## src/hdl/qpt_pkg.sv

```systemverilog
// Package for the quad pot terminal and wiper control block.
// Assumes one 100 MHz clock and a command front end that delivers decoded register commands.
package qpt_pkg;

  // ==========================================================================
  // Register addresses and widths
  localparam logic [3:0] ADDR_WIPER0 = 4'h0;
  localparam logic [3:0] ADDR_WIPER1 = 4'h1;
  localparam logic [3:0] ADDR_TERM01 = 4'h4;
  localparam logic [3:0] ADDR_WIPER2 = 4'h6;
  localparam logic [3:0] ADDR_WIPER3 = 4'h7;
  localparam logic [3:0] ADDR_TERM23 = 4'ha;
  localparam int WIPER_W = 10;
  localparam int TAP_N = 257;
  localparam int NET_N = 4;

  // ==========================================================================
  // Terminal control field positions
  localparam int FLD_FIXED_ONE = 8;
  localparam int FLD_HI_FORCE_N = 7;
  localparam int FLD_HI_A = 6;
  localparam int FLD_HI_W = 5;
  localparam int FLD_HI_B = 4;
  localparam int FLD_LO_FORCE_N = 3;
  localparam int FLD_LO_A = 2;
  localparam int FLD_LO_W = 1;
  localparam int FLD_LO_B = 0;

  // ==========================================================================
  // Reset values and scale figures
  localparam logic [8:0] TERM_RST = 9'h1ff;
  localparam logic [9:0] WIPER_RST_8B = 10'h080;
  localparam logic [9:0] WIPER_RST_7B = 10'h040;
  localparam logic [9:0] FULL_8B = 10'h100;
  localparam logic [9:0] FULL_7B = 10'h080;
  localparam logic [9:0] ZERO_SCALE = 10'h000;

  // ==========================================================================
  // Commands
  typedef enum logic [1:0] {
    CMD_WRITE = 2'h0,
    CMD_INC = 2'h1,
    CMD_DEC = 2'h2,
    CMD_READ = 2'h3
  } qpt_cmd_t;

  // Command from the serial front end, valid for one cycle when complete
  typedef struct packed {
    logic valid;
    qpt_cmd_t cmd;
    logic [3:0] addr;
    logic [9:0] data;
  } qpt_req_t;

  // Per-network terminal switch state
  typedef struct packed {
    logic a_on;
    logic w_on;
    logic b_on;
    logic w_to_b;
  } qpt_term_t;

  // Execution states
  typedef enum logic [1:0] {
    ST_IDLE = 2'b01,
    ST_ANSWER = 2'b10
  } qpt_state_t;

endpackage

```

## src/hdl/qpt_tap_decode.sv

```systemverilog
// Decoder from a wiper value to a one-hot tap switch select, registered.
// Assumes the value is held in the same clock domain.
`timescale 1ns/1ns
module qpt_tap_decode
  import qpt_pkg::*;
(
  // Clock and reset
  input wire logic core_clk_i,
  input wire logic rst_n_i,
  // Wiper value and resolution
  input wire logic [9:0] wiper_i,
  input wire logic res8_i,
  // One-hot tap select, bit 0 is terminal B
  output logic [TAP_N-1:0] tap_sel_o
);

  logic [TAP_N-1:0] tap_sel_ff;
  logic [TAP_N-1:0] nxt_tap_sel;
  logic [9:0] full;

  // Saturate reserved codes to full scale, then one-hot
  always_comb begin
    full = res8_i ? FULL_8B : FULL_7B;
    nxt_tap_sel = '0;
    if (wiper_i >= full) begin
      nxt_tap_sel[full[8:0]] = 1'b1;
    end else begin
      nxt_tap_sel[wiper_i[8:0]] = 1'b1;
    end
  end

  // Register the select
  always_ff @(posedge core_clk_i) begin
    if (!rst_n_i) begin
      tap_sel_ff <= '0;
    end else begin
      tap_sel_ff <= nxt_tap_sel;
    end
  end

  assign tap_sel_o = tap_sel_ff;

endmodule // qpt_tap_decode

```

## src/hdl/qpt_top.sv

```systemverilog
// Contract
// - Terminal control bit 8 always reads one, writes ignored.
// - Network 3 force bit low puts network 3 in shutdown.
// - Network 3 A-connect bit connects terminal A when one.
// - Network 3 wiper-connect bit connects wiper when one.
// - Network 3 B-connect bit connects terminal B when one.
// - Network 2 force bit low puts network 2 in shutdown.
// - Network 2 A, W, B connect bits connect each terminal.
// - Terminal control writes never alter stored wiper values.
// - Wiper value decodes to one-hot tap select per network.
// - Zero selects terminal B; decrement at zero ignored.
// - Full scale selects terminal A; increment there ignored.
// - Codes above full scale act full; inc and dec ignored.
// - Eight-bit option has 257 wiper positions.
// - Seven-bit option has 129 wiper positions.
// - Four independent networks with own wiper and terminal bits.
// - Shutdown reached only through terminal control writes.
// - Shutdown opens terminal A and ties wiper to terminal B.
// - Connect bits kept during shutdown, govern again after release.
// - Terminal writes reach terminals only after command completes.
// - Reset loads all terminal control registers with 1ff.
//
// Top of the quad pot digital control: wipers, terminal control, switch drive.
// Assumes a serial front end on the same clock that gives one pulse per
// completed command; no shutdown pin exists.
`timescale 1ns/1ns
module qpt_top
  import qpt_pkg::*;
(
  // Clock and reset
  input wire logic core_clk_i,
  input wire logic rst_n_i,
  // Option strap, high for the 8-bit ladder
  input wire logic res8_i,
  // Completed command from the serial front end
  input wire qpt_req_t req_i,
  // Read answer and command status
  output logic [9:0] rd_data_o,
  output logic rd_valid_o,
  output logic cmd_err_o,
  // Terminal switches per network
  output qpt_term_t [NET_N-1:0] term_o,
  // Tap selects per network
  output logic [NET_N-1:0][TAP_N-1:0] tap_sel_o
);

  // ==========================================================================
  // Declarations
  logic [NET_N-1:0][9:0] wiper_ff;
  logic [8:0] term01_ff;
  logic [8:0] term23_ff;
  logic [9:0] rd_data_ff;
  logic rd_valid_ff;
  logic cmd_err_ff;
  qpt_term_t [NET_N-1:0] term_ff;
  qpt_term_t [NET_N-1:0] nxt_term;
  qpt_state_t state_ff;
  logic res8_s1_ff;
  logic res8_ff;
  logic [9:0] full;
  logic [2:0] net_idx;
  logic is_wiper;
  logic is_term;

  // Map an address to a network index, bit 2 flags a miss
  function automatic logic [2:0] wiper_net(input logic [3:0] addr);
    case (addr)
      ADDR_WIPER0: wiper_net = 3'h0;
      ADDR_WIPER1: wiper_net = 3'h1;
      ADDR_WIPER2: wiper_net = 3'h2;
      ADDR_WIPER3: wiper_net = 3'h3;
      default: wiper_net = 3'h4;
    endcase
  endfunction

  // Switch state from force, A, W, B bits
  function automatic qpt_term_t term_map(input logic force_n, input logic a,
                                         input logic w, input logic b);
    qpt_term_t t;
    t = '0;
    if (!force_n) begin
      t.a_on = 1'b0;
      t.w_on = 1'b1;
      t.b_on = 1'b1;
      t.w_to_b = 1'b1;
    end else begin
      t.a_on = a;
      t.w_on = w;
      t.b_on = b;
      t.w_to_b = 1'b0;
    end
    term_map = t;
  endfunction

  // ==========================================================================
  // Strap synchroniser
  always_ff @(posedge core_clk_i) begin
    if (!rst_n_i) begin
      res8_s1_ff <= 1'b1;
      res8_ff <= 1'b1;
    end else begin
      res8_s1_ff <= res8_i;
      res8_ff <= res8_s1_ff;
    end
  end

  // Decode helpers
  always_comb begin
    full = res8_ff ? FULL_8B : FULL_7B;
    net_idx = wiper_net(req_i.addr);
    is_wiper = !net_idx[2];
    is_term = (req_i.addr == ADDR_TERM01) || (req_i.addr == ADDR_TERM23);
  end

  // ==========================================================================
  // Wiper registers, touched only by wiper commands
  always_ff @(posedge core_clk_i) begin
    if (!rst_n_i) begin
      for (int i = 0; i < NET_N; i++) begin
        wiper_ff[i] <= WIPER_RST_8B;
      end
    end else if (state_ff == ST_IDLE && req_i.valid && is_wiper) begin
      case (req_i.cmd)
        CMD_WRITE: wiper_ff[net_idx[1:0]] <= req_i.data;
        CMD_INC: begin
          if (wiper_ff[net_idx[1:0]] < full) begin
            wiper_ff[net_idx[1:0]] <= wiper_ff[net_idx[1:0]] + 10'h001;
          end
        end
        CMD_DEC: begin
          if (wiper_ff[net_idx[1:0]] != ZERO_SCALE
              && wiper_ff[net_idx[1:0]] <= full) begin
            wiper_ff[net_idx[1:0]] <= wiper_ff[net_idx[1:0]] - 10'h001;
          end
        end
        default: ;
      endcase
    end
  end

  // ==========================================================================
  // Terminal control registers; only software writes reach shutdown
  always_ff @(posedge core_clk_i) begin
    if (!rst_n_i) begin
      term01_ff <= TERM_RST;
      term23_ff <= TERM_RST;
    end else if (state_ff == ST_IDLE && req_i.valid && req_i.cmd == CMD_WRITE) begin
      if (req_i.addr == ADDR_TERM01) begin
        term01_ff <= {1'b1, req_i.data[7:0]};
      end
      if (req_i.addr == ADDR_TERM23) begin
        term23_ff <= {1'b1, req_i.data[7:0]};
      end
    end
  end

  // ==========================================================================
  // Terminal switch map; stored bits survive shutdown
  always_comb begin
    nxt_term[0] = term_map(term01_ff[FLD_LO_FORCE_N], term01_ff[FLD_LO_A],
                           term01_ff[FLD_LO_W], term01_ff[FLD_LO_B]);
    nxt_term[1] = term_map(term01_ff[FLD_HI_FORCE_N], term01_ff[FLD_HI_A],
                           term01_ff[FLD_HI_W], term01_ff[FLD_HI_B]);
    nxt_term[2] = term_map(term23_ff[FLD_LO_FORCE_N], term23_ff[FLD_LO_A],
                           term23_ff[FLD_LO_W], term23_ff[FLD_LO_B]);
    nxt_term[3] = term_map(term23_ff[FLD_HI_FORCE_N], term23_ff[FLD_HI_A],
                           term23_ff[FLD_HI_W], term23_ff[FLD_HI_B]);
  end

  // Drive switches from registered state, one cycle after the write lands
  always_ff @(posedge core_clk_i) begin
    if (!rst_n_i) begin
      for (int i = 0; i < NET_N; i++) begin
        // All networks start as the all-connected switch state of the reset word
        term_ff[i] <= term_map(TERM_RST[FLD_LO_FORCE_N], TERM_RST[FLD_LO_A],
                               TERM_RST[FLD_LO_W], TERM_RST[FLD_LO_B]);
      end
    end else begin
      term_ff <= nxt_term;
    end
  end

  // ==========================================================================
  // Command state: one answer cycle per accepted command
  always_ff @(posedge core_clk_i) begin
    if (!rst_n_i) begin
      state_ff <= ST_IDLE;
    end else begin
      case (state_ff)
        ST_IDLE: if (req_i.valid) state_ff <= ST_ANSWER;
        ST_ANSWER: state_ff <= ST_IDLE;
        default: state_ff <= ST_IDLE;
      endcase
    end
  end

  // Read data, read strobe and error flag
  always_ff @(posedge core_clk_i) begin
    if (!rst_n_i) begin
      rd_data_ff <= 10'h000;
      rd_valid_ff <= 1'b0;
      cmd_err_ff <= 1'b0;
    end else begin
      rd_valid_ff <= 1'b0;
      cmd_err_ff <= 1'b0;
      if (state_ff == ST_IDLE && req_i.valid) begin
        if (req_i.cmd == CMD_READ) begin
          rd_valid_ff <= is_wiper || is_term;
          cmd_err_ff <= !(is_wiper || is_term);
          if (is_wiper) begin
            rd_data_ff <= wiper_ff[net_idx[1:0]];
          end else if (req_i.addr == ADDR_TERM01) begin
            rd_data_ff <= {1'b0, term01_ff};
          end else if (req_i.addr == ADDR_TERM23) begin
            rd_data_ff <= {1'b0, term23_ff};
          end else begin
            rd_data_ff <= 10'h000;
          end
        end else begin
          // Increment or decrement on terminal control, or any unmapped address
          cmd_err_ff <= !is_wiper && !(is_term && req_i.cmd == CMD_WRITE);
        end
      end
    end
  end

  // ==========================================================================
  // Tap decoders, one per network
  for (genvar g = 0; g < NET_N; g++) begin : g_tap
    qpt_tap_decode u_dec (
      .core_clk_i(core_clk_i),
      .rst_n_i(rst_n_i),
      .wiper_i(wiper_ff[g]),
      .res8_i(res8_ff),
      .tap_sel_o(tap_sel_o[g])
    );
  end

  assign rd_data_o = rd_data_ff;
  assign rd_valid_o = rd_valid_ff;
  assign cmd_err_o = cmd_err_ff;
  assign term_o = term_ff;

endmodule // qpt_top

```

## config.mk

```make
export PLATFORM = sky130hd
export DESIGN_NAME = qpt_top
export DESIGN_NICKNAME = d
export VERILOG_FILES = /design/src/hdl/qpt_pkg.sv /design/src/hdl/qpt_tap_decode.sv /design/src/hdl/qpt_top.sv
export SDC_FILE = /design/constraint.sdc
export NUM_CORES = 1
export LEC_CHECK = 0
export BUFFER_PORTS_ARGS = -buffer_cell sky130_fd_sc_hd__buf_4
export CORE_AREA = 8 8 409 411
export DETAILED_ROUTE_END_ITERATION = 7
export DIE_AREA = 0 0 417 419
export HOLD_SLACK_MARGIN = 0.12
export PLACE_DENSITY = 0.37
export RECOVER_POWER = 100
export SLEW_MARGIN = 20
export SYNTH_ARGS = -nofsm -noshare
export SYNTH_HDL_FRONTEND = slang
export SYNTH_SLANG_ARGS = --single-unit
```

## constraint.sdc

```tcl
create_clock -name core_clk_i -period 4.5 [get_ports core_clk_i]
set_clock_uncertainty 0.05 [all_clocks]
set_input_delay 0.45 -clock core_clk_i [delete_from_list [all_inputs] [get_ports core_clk_i]]
set_output_delay 0.45 -clock core_clk_i [all_outputs]
set_load 0.05 [all_outputs]
```

==> results of run 1 <==
[per-stage QoR]
step	util	cell area (um2)	std cells	hold WS (ns)	power [mW]
after floorplan	-	31300	3079	0.336	10.4
after global placement	0.259	41800	6196	0.405	10.7
after detailed placement	0.260	41900	6196	0.413	10.6
after CTS	0.288	46400	6447	0.239	21.6
after global routing	0.263	42400	6447	0.284	22.0
final	0.263	42400	6449	0.313	21.2
[metal layers]
metal / routed length (um) / global-route usage
met1: 61400 / 0.191
met3: 12300 / 0.0595
met4: 5180 / 0.0518
met5: 0 / 0
met2: 80200 / 0.310
[power by group]
| part | switching [mW] | internal [mW] | total (mW) | leakage, nW |
|---|---|---|---|---|
| clock | 4.52 | 6.28 | 10.8 | 2.14 |
| combinational | 0.381 | 0.122 | 0.503 | 3.73 |
| sequential | 0.0203 | 9.90 | 9.92 | 8.99 |
| total | 4.92 | 16.3 | 21.2 | 14.9 |
[worst max-delay path, cell delays in order (launching register included)]
cell and delay (ns):
dfxtp_1 0.31, inv_1 0.55, ha_1 0.35, nand2b_1 0.07, o41ai_1 0.06, a211oi_1 0.63, nand2_1 0.19, nor3b_1 0.71
nand2_1 0.74, nor2_1 0.28
[final timing paths]
| check | start | to | slack (ns) | cells after the start |
|---|---|---|---|---|
| worst min-delay path | req_i[13] | rd_data_o[9]$_SDFFE_PN0P_ | 0.31 | 4 |
| worst max register to register | res8_ff$_SDFF_PN1_ | g_tap[0].u_dec.tap_sel_o[97]$_SDFF_PP0_ | 0.46 | 9 |
| worst max-delay path | res8_ff$_SDFF_PN1_ | g_tap[0].u_dec.tap_sel_o[97]$_SDFF_PP0_ | 0.46 | 9 |
| worst min register to register | res8_s1_ff$_SDFF_PN1_ | res8_ff$_SDFF_PN1_ | 0.41 | 1 |
[final cells by class]
class | count | area [um2] | share of cell area
Antenna cell | 2 | 5.00 | 0.000118
Sequential cell | 1116 | 22300 | 0.527
Multi-Input combinational cell | 1737 | 8090 | 0.191
Clock buffer | 193 | 3780 | 0.0893
Timing Repair Buffer | 1159 | 4690 | 0.111
Tap cell | 2175 | 2720 | 0.0642
Inverter | 24 | 90.1 | 0.00213
Clock inverter | 43 | 644 | 0.0152
[cells in the final DEF, fill, tap and decap left out, drive strengths merged, types with 6 or more instances in the layout]
master,synthesis,routed
o22ai,7,7
a211oi,11,11
dlygate4sd3,0,15
nor4,12,12
a221oi,6,6
nand4,13,13
or3,6,6
buf,16,65
o21ai,44,44
nor2b,22,22
nand3b,13,13
nor3,37,37
nor2,1101,1101
clkinv,3,26
a31oi,14,14
bufinv,0,6
nand2,172,172
dfxtp,1116,1116
inv,21,30
nand3,58,58
nor3b,11,11
mux2i,17,17
xnor2,12,12
nand2b,10,10
o221ai,14,14
o31ai,10,10
clkbuf,186,1272
a21oi,35,35
ha,15,15
[synth_stat cells, types with 5 or more instances]
cell / number
o22ai_1: 7
o21ai_0: 40
ha_1: 15
and2_1: 5
nor4_1: 12
xnor2_1: 12
clkbuf_1: 186
nand3_1: 58
inv_1: 21
a31oi_1: 14
nand2_1: 172
nand2b_1: 10
a21o_1: 5
or3_1: 6
and4_1: 5
o221ai_1: 14
nor2b_1: 22
nor3b_1: 11
mux2i_1: 17
nand4_1: 13
and3_1: 5
a211oi_1: 10
buf_2: 9
nand3b_1: 13
nor3_1: 33
o31ai_1: 10
a21oi_1: 35
nor2_1: 1100
dfxtp_1: 1116
[flip-flops by register name, indices dropped and copies added (netlist names)]
register / cells
res8_ff: 1
wiper_ff: 40
term01_ff: 8
rd_data_o: 10
state_ff: 2
g_tap.u_dec.tap_sel_o: 1028
cmd_err_o: 1
term_o: 16
res8_s1_ff: 1
term23_ff: 8
rd_valid_o: 1
[logic make-up (layout without fill, tap and decap cells)]
kind of cell	Yosys count	count (layout)	synth area share
compound gates	200	200	0.0462
xor+xnor	14	14	0.00392
fa+ha+maj	15	15	0.00599
buf+inv	226	1419	0.0280
flops	1116	1116	0.713
mux	19	19	0.00615
other cells	0	2	0
simple gates	1489	1489	0.196
==> results by group, run 1 <==
Run status
  • Status: complete, but fails checks
  • Failing checks: capacitance limit, slew limit

Logic synthesis
  • Post-synth EDFFs: 0
  • Top cells by area, synth: dfxtp_1, nor2_1, clkbuf_1
  • Top-area cell type share of the netlist area: 0.713
  • Largest area contributor in the netlist: dfxtp_1
  • Seq cells post-synth: roughly 1100
  • Synthesized instance count: a little over 3000
  • Distinct cell type count after synthesis: 81
  • Synth Warn #: 0
  • Cell Area, Synth: roughly 0.031 mm2
  • Sequential fraction of the synthesis area: 0.713
  • Mapped Avg Cell Area: 10.2 um2
  • Synth Flop Type: dfxtp_1
  • Asr flop ratio synth: 0
  • Syn_nets: between 3000 and 4000

Placement
  • Placer Congestion: between 0.8 and 0.9
  • Place WS: around 0.41 ns
  • I/O Buffers: between 1000 and 1500
  • Dpl hpwl: 119000 um

Detailed routing
  • DR WL/cell: about 25 um
  • DRC: 0
  • Iteration count of the initial detailed-routing pass: 8
  • DRT iter0 DRCs: between 1500 and 2000
  • Via-to-Cell Ratio: roughly 3.9
  • Routed vias: about 25000
  • Final wirelength: between 150000 and 200000 um
  • Final ANT Viol Nets: 0

Die
  • Die X-Extent: between 400 and 500 um
  • Io pins: 1076
  • Die height: around 420 um
  • Die ar.: 0.175 mm2
  • Core outline area: 0.161 mm2
  • Starting Density: 0.194
  • Placement Rows: between 100 and 150

Finish
  • Area growth syn-to-layout: 35.3%
  • Nets@finish: 4204
  • Share of layout cells above drive strength 1: 0.0700
  • Fillers: approximately 18000

STA
  • Setup-failing EPs final: 0
  • Pins Over Slew Limit: 66
  • Fin crit share: 0.897
  • Max Freq: approximately 250 MHz
  • Final Hold Viols: 0
  • Final TNS setup: 0 ns
  • Worst slew pin tran: roughly 2 ns
  • Max transition margin: -0.330
  • Final Critical Period: between 4 and 5 ns
  • RSZ-0062 raised after global routing: no
  • Post-route setup slack: 0.462 ns

Clock tree
  • Clock latency at the later pin of the worst-skew pair: ~0.74 ns
  • CTS Buf Count: around 130
  • # clock sinks: approximately 1100
  • Root Driver: clkbuf_16
  • Post-CTS Setup Repair Bufs: 0
  • CTS tree: built
  • Hold_buf cts: 15
  • Longest Clk Path Bufs: 3
  • # H-tree levels: 4
  • Post-CTS sizing: 0
  • Clk slew on worst S/H paths: 0.06 ns

Critical path
  • Worst-path fanout max: 16
  • Arrival time at the worst endpoint: 4.64 ns
  • CP endpoint kind: register
  • Worst Path Required: between 5 and 6 ns
  • Startpoint types: register
  • Setup Crit Path Kind: reg2reg

Global route
  • Overflow after GRT: 0
  • Vias in the first global route: ~25000
  • Initial antenna violation count: 4
  • Gr usage total: 0.172
  • First-pass GRT wire length: 215000 um
  • Largest net degree at the start of global routing: 36

Worst hold path
  • Min-delay worst type: in2reg

Power and ir drop
  • Maximum vdd drop: ~0.00033 V
  • Lkg Pwr: approximately 15 nW
  • Pwr dens: roughly 500 mW/mm2

Flow run
  • Max-Cap Viols: 2
Power figures use the tool's default switching activity.
==> run 2, diff against run 1 <==
--- a/config.mk
+++ b/config.mk
@@ -6,9 +6,9 @@
 export NUM_CORES = 1
 export LEC_CHECK = 0
 export BUFFER_PORTS_ARGS = -buffer_cell sky130_fd_sc_hd__buf_4
-export CORE_AREA = 8 8 409 411
+export CORE_AREA = 8 8 407 409
 export DETAILED_ROUTE_END_ITERATION = 7
-export DIE_AREA = 0 0 417 419
+export DIE_AREA = 0 0 415 417
 export HOLD_SLACK_MARGIN = 0.12
 export PLACE_DENSITY = 0.37
 export RECOVER_POWER = 100
==> results by group, run 2 (same netlist as run 1, synthesis figures left out) <==
Detailed routing
  • Metal3 WL: 12500 um (was 12300 um)
  • Top layer in use: met4 (unchanged)
  • DRC: 0 (unchanged)
  • Met2 WL post-DR: 81100 um (was 80200 um)
  • Final wirelength: 160000 um (was 159000 um)
  • DR WL/cell: 25.3 um (was 24.7 um)
  • Final ANT Viol Nets: 0 (unchanged)
  • Met1 Routed Length: 62000 um (was 61400 um)
  • Iteration count of the initial detailed-routing pass: 5 (was 8)
  • DRT iter0 DRCs: 2042 (was 1543)
  • Via-to-Cell Ratio: 3.99 (was 3.93)
  • Routed vias: 25284 (was 25347)

Worst hold path
  • Hold Crit Start: req_i[14] (was req_i[13])
  • Hold Path End: cmd_err_o$_SDFF_PN0_ (was rd_data_o[9]$_SDFFE_PN0P_)
  • Hold Crit Depth: 5 (was 4)
  • Min-delay worst type: in2reg (unchanged)

Die
  • Die X-Extent: 415 um (was 417 um)
  • Die height: 417 um (was 419 um)
  • Placement Rows: 147 (was 148)
  • Die ar.: 0.173 mm2 (was 0.175 mm2)
  • Io pins: 1076 (unchanged)
  • Core outline area: 0.159 mm2 (was 0.161 mm2)
  • Starting Density: 0.197 (was 0.194)

Critical path
  • Cell count of the worst reg-to-reg path: 13 (was 9)
  • Crit path largest cell delay: 0.53 ns (was 0.74 ns)
  • Worst Path Required: 4.95 ns (was 5.11 ns)
  • Setup Crit Path Kind: reg2reg (unchanged)
  • Worst path slowest cell: or2_0 (was nand2_1)
  • Worst-path fanout max: 26 (was 16)
  • Worst R2R End: wiper_ff[0]$_SDFFE_PN0P_ (was g_tap[0].u_dec.tap_sel_o[97]$_SDFF_PP0_)
  • R2r startpoint: wiper_ff[38]$_SDFFE_PN0P_ (was res8_ff$_SDFF_PN1_)
  • CP endpoint kind: register (unchanged)
  • Startpoint types: register (unchanged)
  • Arrival time at the worst endpoint: 4.40 ns (was 4.64 ns)
  • Flop2flop setup slack: 0.55 ns (was 0.46 ns)
  • CP cell instances: mux2_2 -> a22oi_1 -> and2_0 -> inv_1 -> ha_1 -> nor4b_1 -> o31ai_1 -> a41oi_4 -> or2_0 -> buf_12 -> clkbuf_1 -> o31a_1 -> a31oi_1 (was inv_1 -> ha_1 -> nand2b_1 -> o41ai_1 -> a211oi_1 -> nand2_1 -> nor3b_1 -> nand2_1 -> nor2_1)

Clock tree
  • Clock latency at the later pin of the worst-skew pair: 0.76 ns (was 0.74 ns)
  • Post-CTS sizing: 0 (unchanged)
  • # H-tree levels: 4 (unchanged)
  • Root Driver: clkbuf_16 (unchanged)
  • # clock sinks: 1116 (unchanged)
  • Longest Clk Path Bufs: 3 (unchanged)
  • Clk slew on worst S/H paths: 0.05 ns (was 0.06 ns)
  • CTS tree: built (unchanged)
  • CTS Buf Count: 130 (was 131)

Global route
  • Largest net degree at the start of global routing: 47 (was 36)
  • First-pass GRT wire length: 217000 um (was 215000 um)
  • Gr usage total: 0.176 (was 0.172)
  • Overflow after GRT: 0 (unchanged)
  • Initial antenna violation count: 2 (was 4)
  • Vias in the first global route: 25269 (was 25370)

Power and ir drop
  • Net switching power: 4.89 mW (was 4.92 mW)
  • Power share of the clock group: 0.503 (was 0.509)
  • Seq pwr share: 0.472 (was 0.467)
  • Combinational Power Share: 0.024 (about the same)
  • Lkg Pwr: 14.7 nW (was 14.9 nW)
  • Pwr dens: 499 mW/mm2 (was 501 mW/mm2)
  • Switching Share: 0.233 (was 0.232)
  • Maximum vdd drop: 0.000328 V (was 0.000327 V)
  • Power Internal: 16.1 mW (was 16.3 mW)

Placement
  • Dpl hpwl: 119000 um (about the same)
  • I/O Buffers: 1075 (unchanged)
  • Placer Congestion: 0.850 (was 0.867)

STA
  • Final Hold Viols: 0 (unchanged)
  • Final TNS setup: 0 ns (unchanged)
  • Fin crit share: 0.878 (was 0.897)
  • Pins Over Slew Limit: 89 (was 66)
  • Max Freq: 253 MHz (was 248 MHz)
  • Worst slew pin tran: 2.56 ns (was 2.00 ns)
  • Max transition margin: -0.705 (was -0.330)
  • Setup-failing EPs final: 0 (unchanged)
  • RSZ-0062 raised after global routing: no (unchanged)
  • Final Critical Period: 3.95 ns (was 4.04 ns)

Finish
  • Final Util: 0.264 (was 0.263)
  • Share of layout cells above drive strength 1: 0.0669 (was 0.0700)
  • Fillers: 17605 (was 17762)
  • Nets@finish: 4183 (was 4204)
  • Max FFs per register: 1028 (unchanged)
  • Area growth syn-to-layout: 34.3% (was 35.3%)
  • Leading cell type in the layout, fill and taps excluded: dfxtp_1 (unchanged)
  • Commonest cells after routing, fill and taps aside: dfxtp_1, clkbuf_1, nor2_1 (unchanged)

Run status
  • Status: complete, but fails checks (unchanged)
  • Failing checks: capacitance limit, slew limit (unchanged)

Flow run
  • Max-Cap Viols: 2 (unchanged)
## run 2: metal layers
layer  track usage  vias to the layer above
met5             0                        -
met4        0.0515                        0
met3        0.0641                      193
met1         0.195                    12248
met2         0.316                      903
li1              -                    11940
## run 2: worst max path at each step
stage          cells past startpoint                      start                                       to  slack [ns]
4_1_cts                            9  wiper_ff[22]$_SDFFE_PN0P_  g_tap[2].u_dec.tap_sel_o[31]$_SDFF_PP0_        0.66
5_1_grt                           13  wiper_ff[38]$_SDFFE_PN0P_                 wiper_ff[0]$_SDFFE_PN0P_        0.20
2_1_floorplan                     14                  req_i[11]                wiper_ff[20]$_SDFFE_PN0P_        0.81
3_3_place_gp                      13                  req_i[11]                 wiper_ff[0]$_SDFFE_PN0P_        0.46
6_report                          13  wiper_ff[38]$_SDFFE_PN0P_                 wiper_ff[0]$_SDFFE_PN0P_        0.55
3_5_place_dp                      13                  req_i[11]                 wiper_ff[0]$_SDFFE_PN0P_        0.49
## run 2: metrics by stage
step	setup slack, ns	hold slack, ns	power (mW)	instance area, um2	cells
2_1_floorplan	0.807	0.336	10.4	31300	3079
3_3_place_gp	0.459	0.364	10.7	41600	6087
3_5_place_dp	0.492	0.360	10.7	41600	6087
4_1_cts	0.657	0.124	21.3	46000	6330
5_1_grt	0.196	0.155	21.8	42000	6332
6_report	0.549	0.183	21.0	42000	6332
## run 2: area by class of cell
cell class                      instances  area [um2]  share of cell area
Clock inverter                         39         597              0.0142
Inverter                               24        90.1             0.00214
Timing Repair Buffer                 1139        4600               0.109
Sequential cell                      1116       22300               0.531
Tap cell                             2086        2610              0.0621
Clock buffer                          190        3700              0.0880
Antenna cell                            1        2.50           0.0000595
Multi-Input combinational cell       1737        8110               0.193
## run 2: repair_timing
| action | 4_1_cts | 5_1_grt |
|---|---|---|
| hold buffers | 14 | 0 |
| setup buffers | 0 | 0 |
| hold endpoints to repair | 40 | 0 |
## run 2: power by group through the flow
| stage | logic (mW) | clock network, mW | registers, mW |
|---|---|---|---|
| 2_1_floorplan | 0.252 | 0 | 10.2 |
| 3_3_place_gp | 0.524 | 0 | 10.1 |
| 3_5_place_dp | 0.515 | 0 | 10.1 |
| 4_1_cts | 0.528 | 10.9 | 9.92 |
| 5_1_grt | 0.543 | 11.3 | 9.92 |
| 6_report | 0.510 | 10.6 | 9.92 |
## run 2: worst max-delay path: cells and delay by family, from the launching register on
family                   cells  cell delay [ns]
AO/OA/AOI/OAI                5             0.85
multiplexers                 1             0.32
adder cells (fa/ha/maj)      1             0.36
flip-flops                   1             0.43
buffers and inverters        3             0.64
AND/OR/NAND/NOR              3             1.09
==> run 3, diff against run 2 <==
--- a/config.mk
+++ b/config.mk
@@ -9,7 +9,9 @@
 export CORE_AREA = 8 8 407 409
 export DETAILED_ROUTE_END_ITERATION = 7
 export DIE_AREA = 0 0 415 417
+export GPL_TIMING_DRIVEN = 0
 export HOLD_SLACK_MARGIN = 0.12
+export MAX_ROUTING_LAYER = met4
 export PLACE_DENSITY = 0.37
 export RECOVER_POWER = 100
 export SLEW_MARGIN = 20
==> results by group, run 3 (same netlist as run 1, synthesis figures left out) <==
Run status
  • Status: completed (was complete, but fails checks)

Finish
  • Area growth syn-to-layout: 36.7% (was 34.3%)
  • Final cell count without fillers: 6488 (was 6332)
  • Storage cell area: 0.0223 mm2 (about the same)
  • Share of layout cells above drive strength 1: 0.0632 (was 0.0669)
  • Max FFs per register: 1028 (unchanged)
  • Leading cell type in the layout, fill and taps excluded: clkbuf_1 (was dfxtp_1)
  • Inserted Diodes: 0 (was 1)
  • Nets@finish: 4338 (was 4183)
  • Commonest cells after routing, fill and taps aside: clkbuf_1, dfxtp_1, nor2_1 (was dfxtp_1, clkbuf_1, nor2_1)
  • Multi-input combinational cell area: 0.00816 mm2 (was 0.00811 mm2)
  • Fillers: 17689 (was 17605)
  • Final Util: 0.269 (was 0.264)

Detailed routing
  • Final wirelength: 160000 um (about the same)
  • Routed vias: 25869 (was 25284)
  • DRT iter0 DRCs: 1648 (was 2042)
  • DR WL/cell: 24.7 um (was 25.3 um)
  • DRC: 0 (unchanged)
  • Final ANT Viol Nets: 0 (unchanged)
  • Iteration count of the initial detailed-routing pass: 5 (unchanged)
  • Via-to-Cell Ratio: 3.99 (about the same)

Critical path
  • Arrival time at the worst endpoint: 5.00 ns (was 4.40 ns)
  • Startpoint types: primary input (was register)
  • Worst R2R End: g_tap[3].u_dec.tap_sel_o[43]$_SDFF_PP0_ (was wiper_ff[0]$_SDFFE_PN0P_)
  • Worst path slowest cell: o21ai_2 (was or2_0)
  • CP endpoint kind: register (unchanged)
  • Cell count of the worst reg-to-reg path: 10 (was 13)
  • Flop2flop setup slack: 0.28 ns (was 0.55 ns)
  • R2r startpoint: wiper_ff[32]$_SDFFE_PN0P_ (was wiper_ff[38]$_SDFFE_PN0P_)
  • Crit path largest cell delay: 0.61 ns (was 0.53 ns)
  • Worst Path Required: 5.15 ns (was 4.95 ns)
  • Critical Path Source: req_i[11] (was wiper_ff[38]$_SDFFE_PN0P_)
  • CP endpoint: wiper_ff[9]$_SDFFE_PN0P_ (was wiper_ff[0]$_SDFFE_PN0P_)
  • Setup Crit Path Kind: in2reg (was reg2reg)
  • CP delay by family, top: buffers and inverters (was simple AND/OR/NAND/NOR gates)
  • Worst-path fanout max: 10 (was 26)
  • Stages on the worst setup path: 16 (was 13)
  • CP bufs+invs: 6 (was 3)
  • CP cell instances: buf_6 -> clkbuf_1 -> clkbuf_1 -> nand3b_1 -> nand3_1 -> nand3_1 -> inv_1 -> ha_1 -> a21boi_0 -> nand4_1 -> o21ai_2 -> or2_1 -> buf_4 -> buf_4 -> o221ai_1 -> a31oi_1 (was mux2_2 -> a22oi_1 -> and2_0 -> inv_1 -> ha_1 -> nor4b_1 -> o31ai_1 -> a41oi_4 -> or2_0 -> buf_12 -> clkbuf_1 -> o31a_1 -> a31oi_1)

Clock tree
  • CTS Buf Count: 131 (was 130)
  • Longest Clk Path Bufs: 3 (unchanged)
  • Clk slew on worst S/H paths: 0.07 ns (was 0.05 ns)
  • Root Driver: clkbuf_16 (unchanged)
  • # H-tree levels: 4 (unchanged)
  • CTS tree: built (unchanged)
  • # clock sinks: 1116 (unchanged)
  • Clock latency at the later pin of the worst-skew pair: 0.78 ns (was 0.76 ns)

Die
  • Starting Density: 0.197 (unchanged)
  • Io pins: 1076 (unchanged)
  • Die height: 417 um (unchanged)
  • Die ar.: 0.173 mm2 (unchanged)
  • Die X-Extent: 415 um (unchanged)
  • Core outline area: 0.159 mm2 (unchanged)
  • Placement Rows: 147 (unchanged)

Power and ir drop
  • Pwr dens: 501 mW/mm2 (was 499 mW/mm2)
  • Lkg Pwr: 14.9 nW (was 14.7 nW)
  • Power Total: 21.5 mW (was 21.0 mW)
  • Maximum vdd drop: 0.000346 V (was 0.000328 V)

STA
  • Setup-failing EPs final: 0 (unchanged)
  • Final Hold Viols: 0 (unchanged)
  • Max Freq: 230 MHz (was 253 MHz)
  • Post-route setup slack: 0.146 ns (was 0.549 ns)
  • RSZ-0062 raised after global routing: no (unchanged)
  • Final Critical Period: 4.35 ns (was 3.95 ns)
  • Fin crit share: 0.968 (was 0.878)
  • Worst slew pin tran: 1.08 ns (was 2.56 ns)
  • Pins Over Slew Limit: 0 (was 89)
  • Max transition margin: 0.272 (was -0.705)
  • Hold WS: 0.244 ns (was 0.183 ns)

Global route
  • Overflow after GRT: 0 (unchanged)
  • Largest net degree at the start of global routing: 17 (was 47)
  • Gr usage total: 0.181 (was 0.176)
  • First-pass GRT wire length: 218000 um (was 217000 um)
  • Vias in the first global route: 26066 (was 25269)
  • Initial antenna violation count: 3 (was 2)

Flow run
  • Max-Cap Viols: 0 (was 2)

Placement
  • Placed instance count: 6238 (was 6087)
  • I/O Buffers: 1073 (was 1075)
  • Place WS: -0.865 ns (was 0.492 ns)
  • Dpl hpwl: 125000 um (was 119000 um)
  • Placer Congestion: 0.878 (was 0.850)

Worst hold path
  • Min-delay worst type: in2reg (unchanged)
==> run 3: how the worst min path moves through the flow <==
stage | start | to | depth (start not counted)
finish | req_i[13] | wiper_ff[10]$_SDFFE_PN0P_ | 5
global route | req_i[13] | wiper_ff[10]$_SDFFE_PN0P_ | 5
CTS | req_i[13] | wiper_ff[10]$_SDFFE_PN0P_ | 5
detailed placement | res8_s1_ff$_SDFF_PN1_ | res8_ff$_SDFF_PN1_ | 1
global placement | res8_s1_ff$_SDFF_PN1_ | res8_ff$_SDFF_PN1_ | 1
floorplan | res8_s1_ff$_SDFF_PN1_ | res8_ff$_SDFF_PN1_ | 1
==> run 3: layout make-up <==
class / count / area share
buffer: 201 / 0.0183
clock buffer: 190 / 0.0885
clock inverter: 42 / 0.0175
inverter: 24 / 0.00219
multi-input combinational: 1737 / 0.191
sequential: 1116 / 0.522
tap: 2086 / 0.0610
timing repair buffer: 1092 / 0.0997
==> run 3: timing repair <==
| item | 4_1_cts | 5_1_grt |
|---|---|---|
| buffers inserted | 5 | 0 |
| endpoints found under the setup margin | 769 | 9 |
| cloned | 0 | 0 |
| hold buffers | 14 | 0 |
| gates resized for setup | 11 | 5 |
| hold endpoints to repair | 36 | 0 |
==> run 3: per-stage QoR <==
step                TNS [ns]  instance area [um2]
finish                     0                42800
floorplan                  0                31300
global route               0                42800
detailed placement   -275.73                42000
CTS                        0                46700
global placement     -237.36                42000
==> run 3: worst reg2reg max path, stage by stage (launching register included) <==
cell and delay [ns]:
dfxtp_1 0.30, buf_1 0.55, nor2_1 0.33, nand4_1 0.24
o21ai_0 0.11, a211oi_1 0.53, nand2_1 0.27, nor4_1 0.59
nand2_1 0.56, clkbuf_1 0.44, nor2_1 0.19
==> run 3: routing by layer <==
layer / track usage / up-vias / share of wire
met5: - / - / 0
met4: 0.0500 / 0 / 0.028
met3: 0.0581 / 224 / 0.074
met2: 0.320 / 963 / 0.51
met1: 0.194 / 12433 / 0.38
li1: - / 12249 / -
==> run 3: power by group <==
part | switching (mW) | total [mW] | leakage [nW] | internal [mW]
combinational | 0.390 | 0.512 | 3.76 | 0.122
sequential | 0.0151 | 9.92 | 8.99 | 9.90
clock | 4.60 | 11.0 | 2.19 | 6.42
total | 5.01 | 21.5 | 14.9 | 16.4
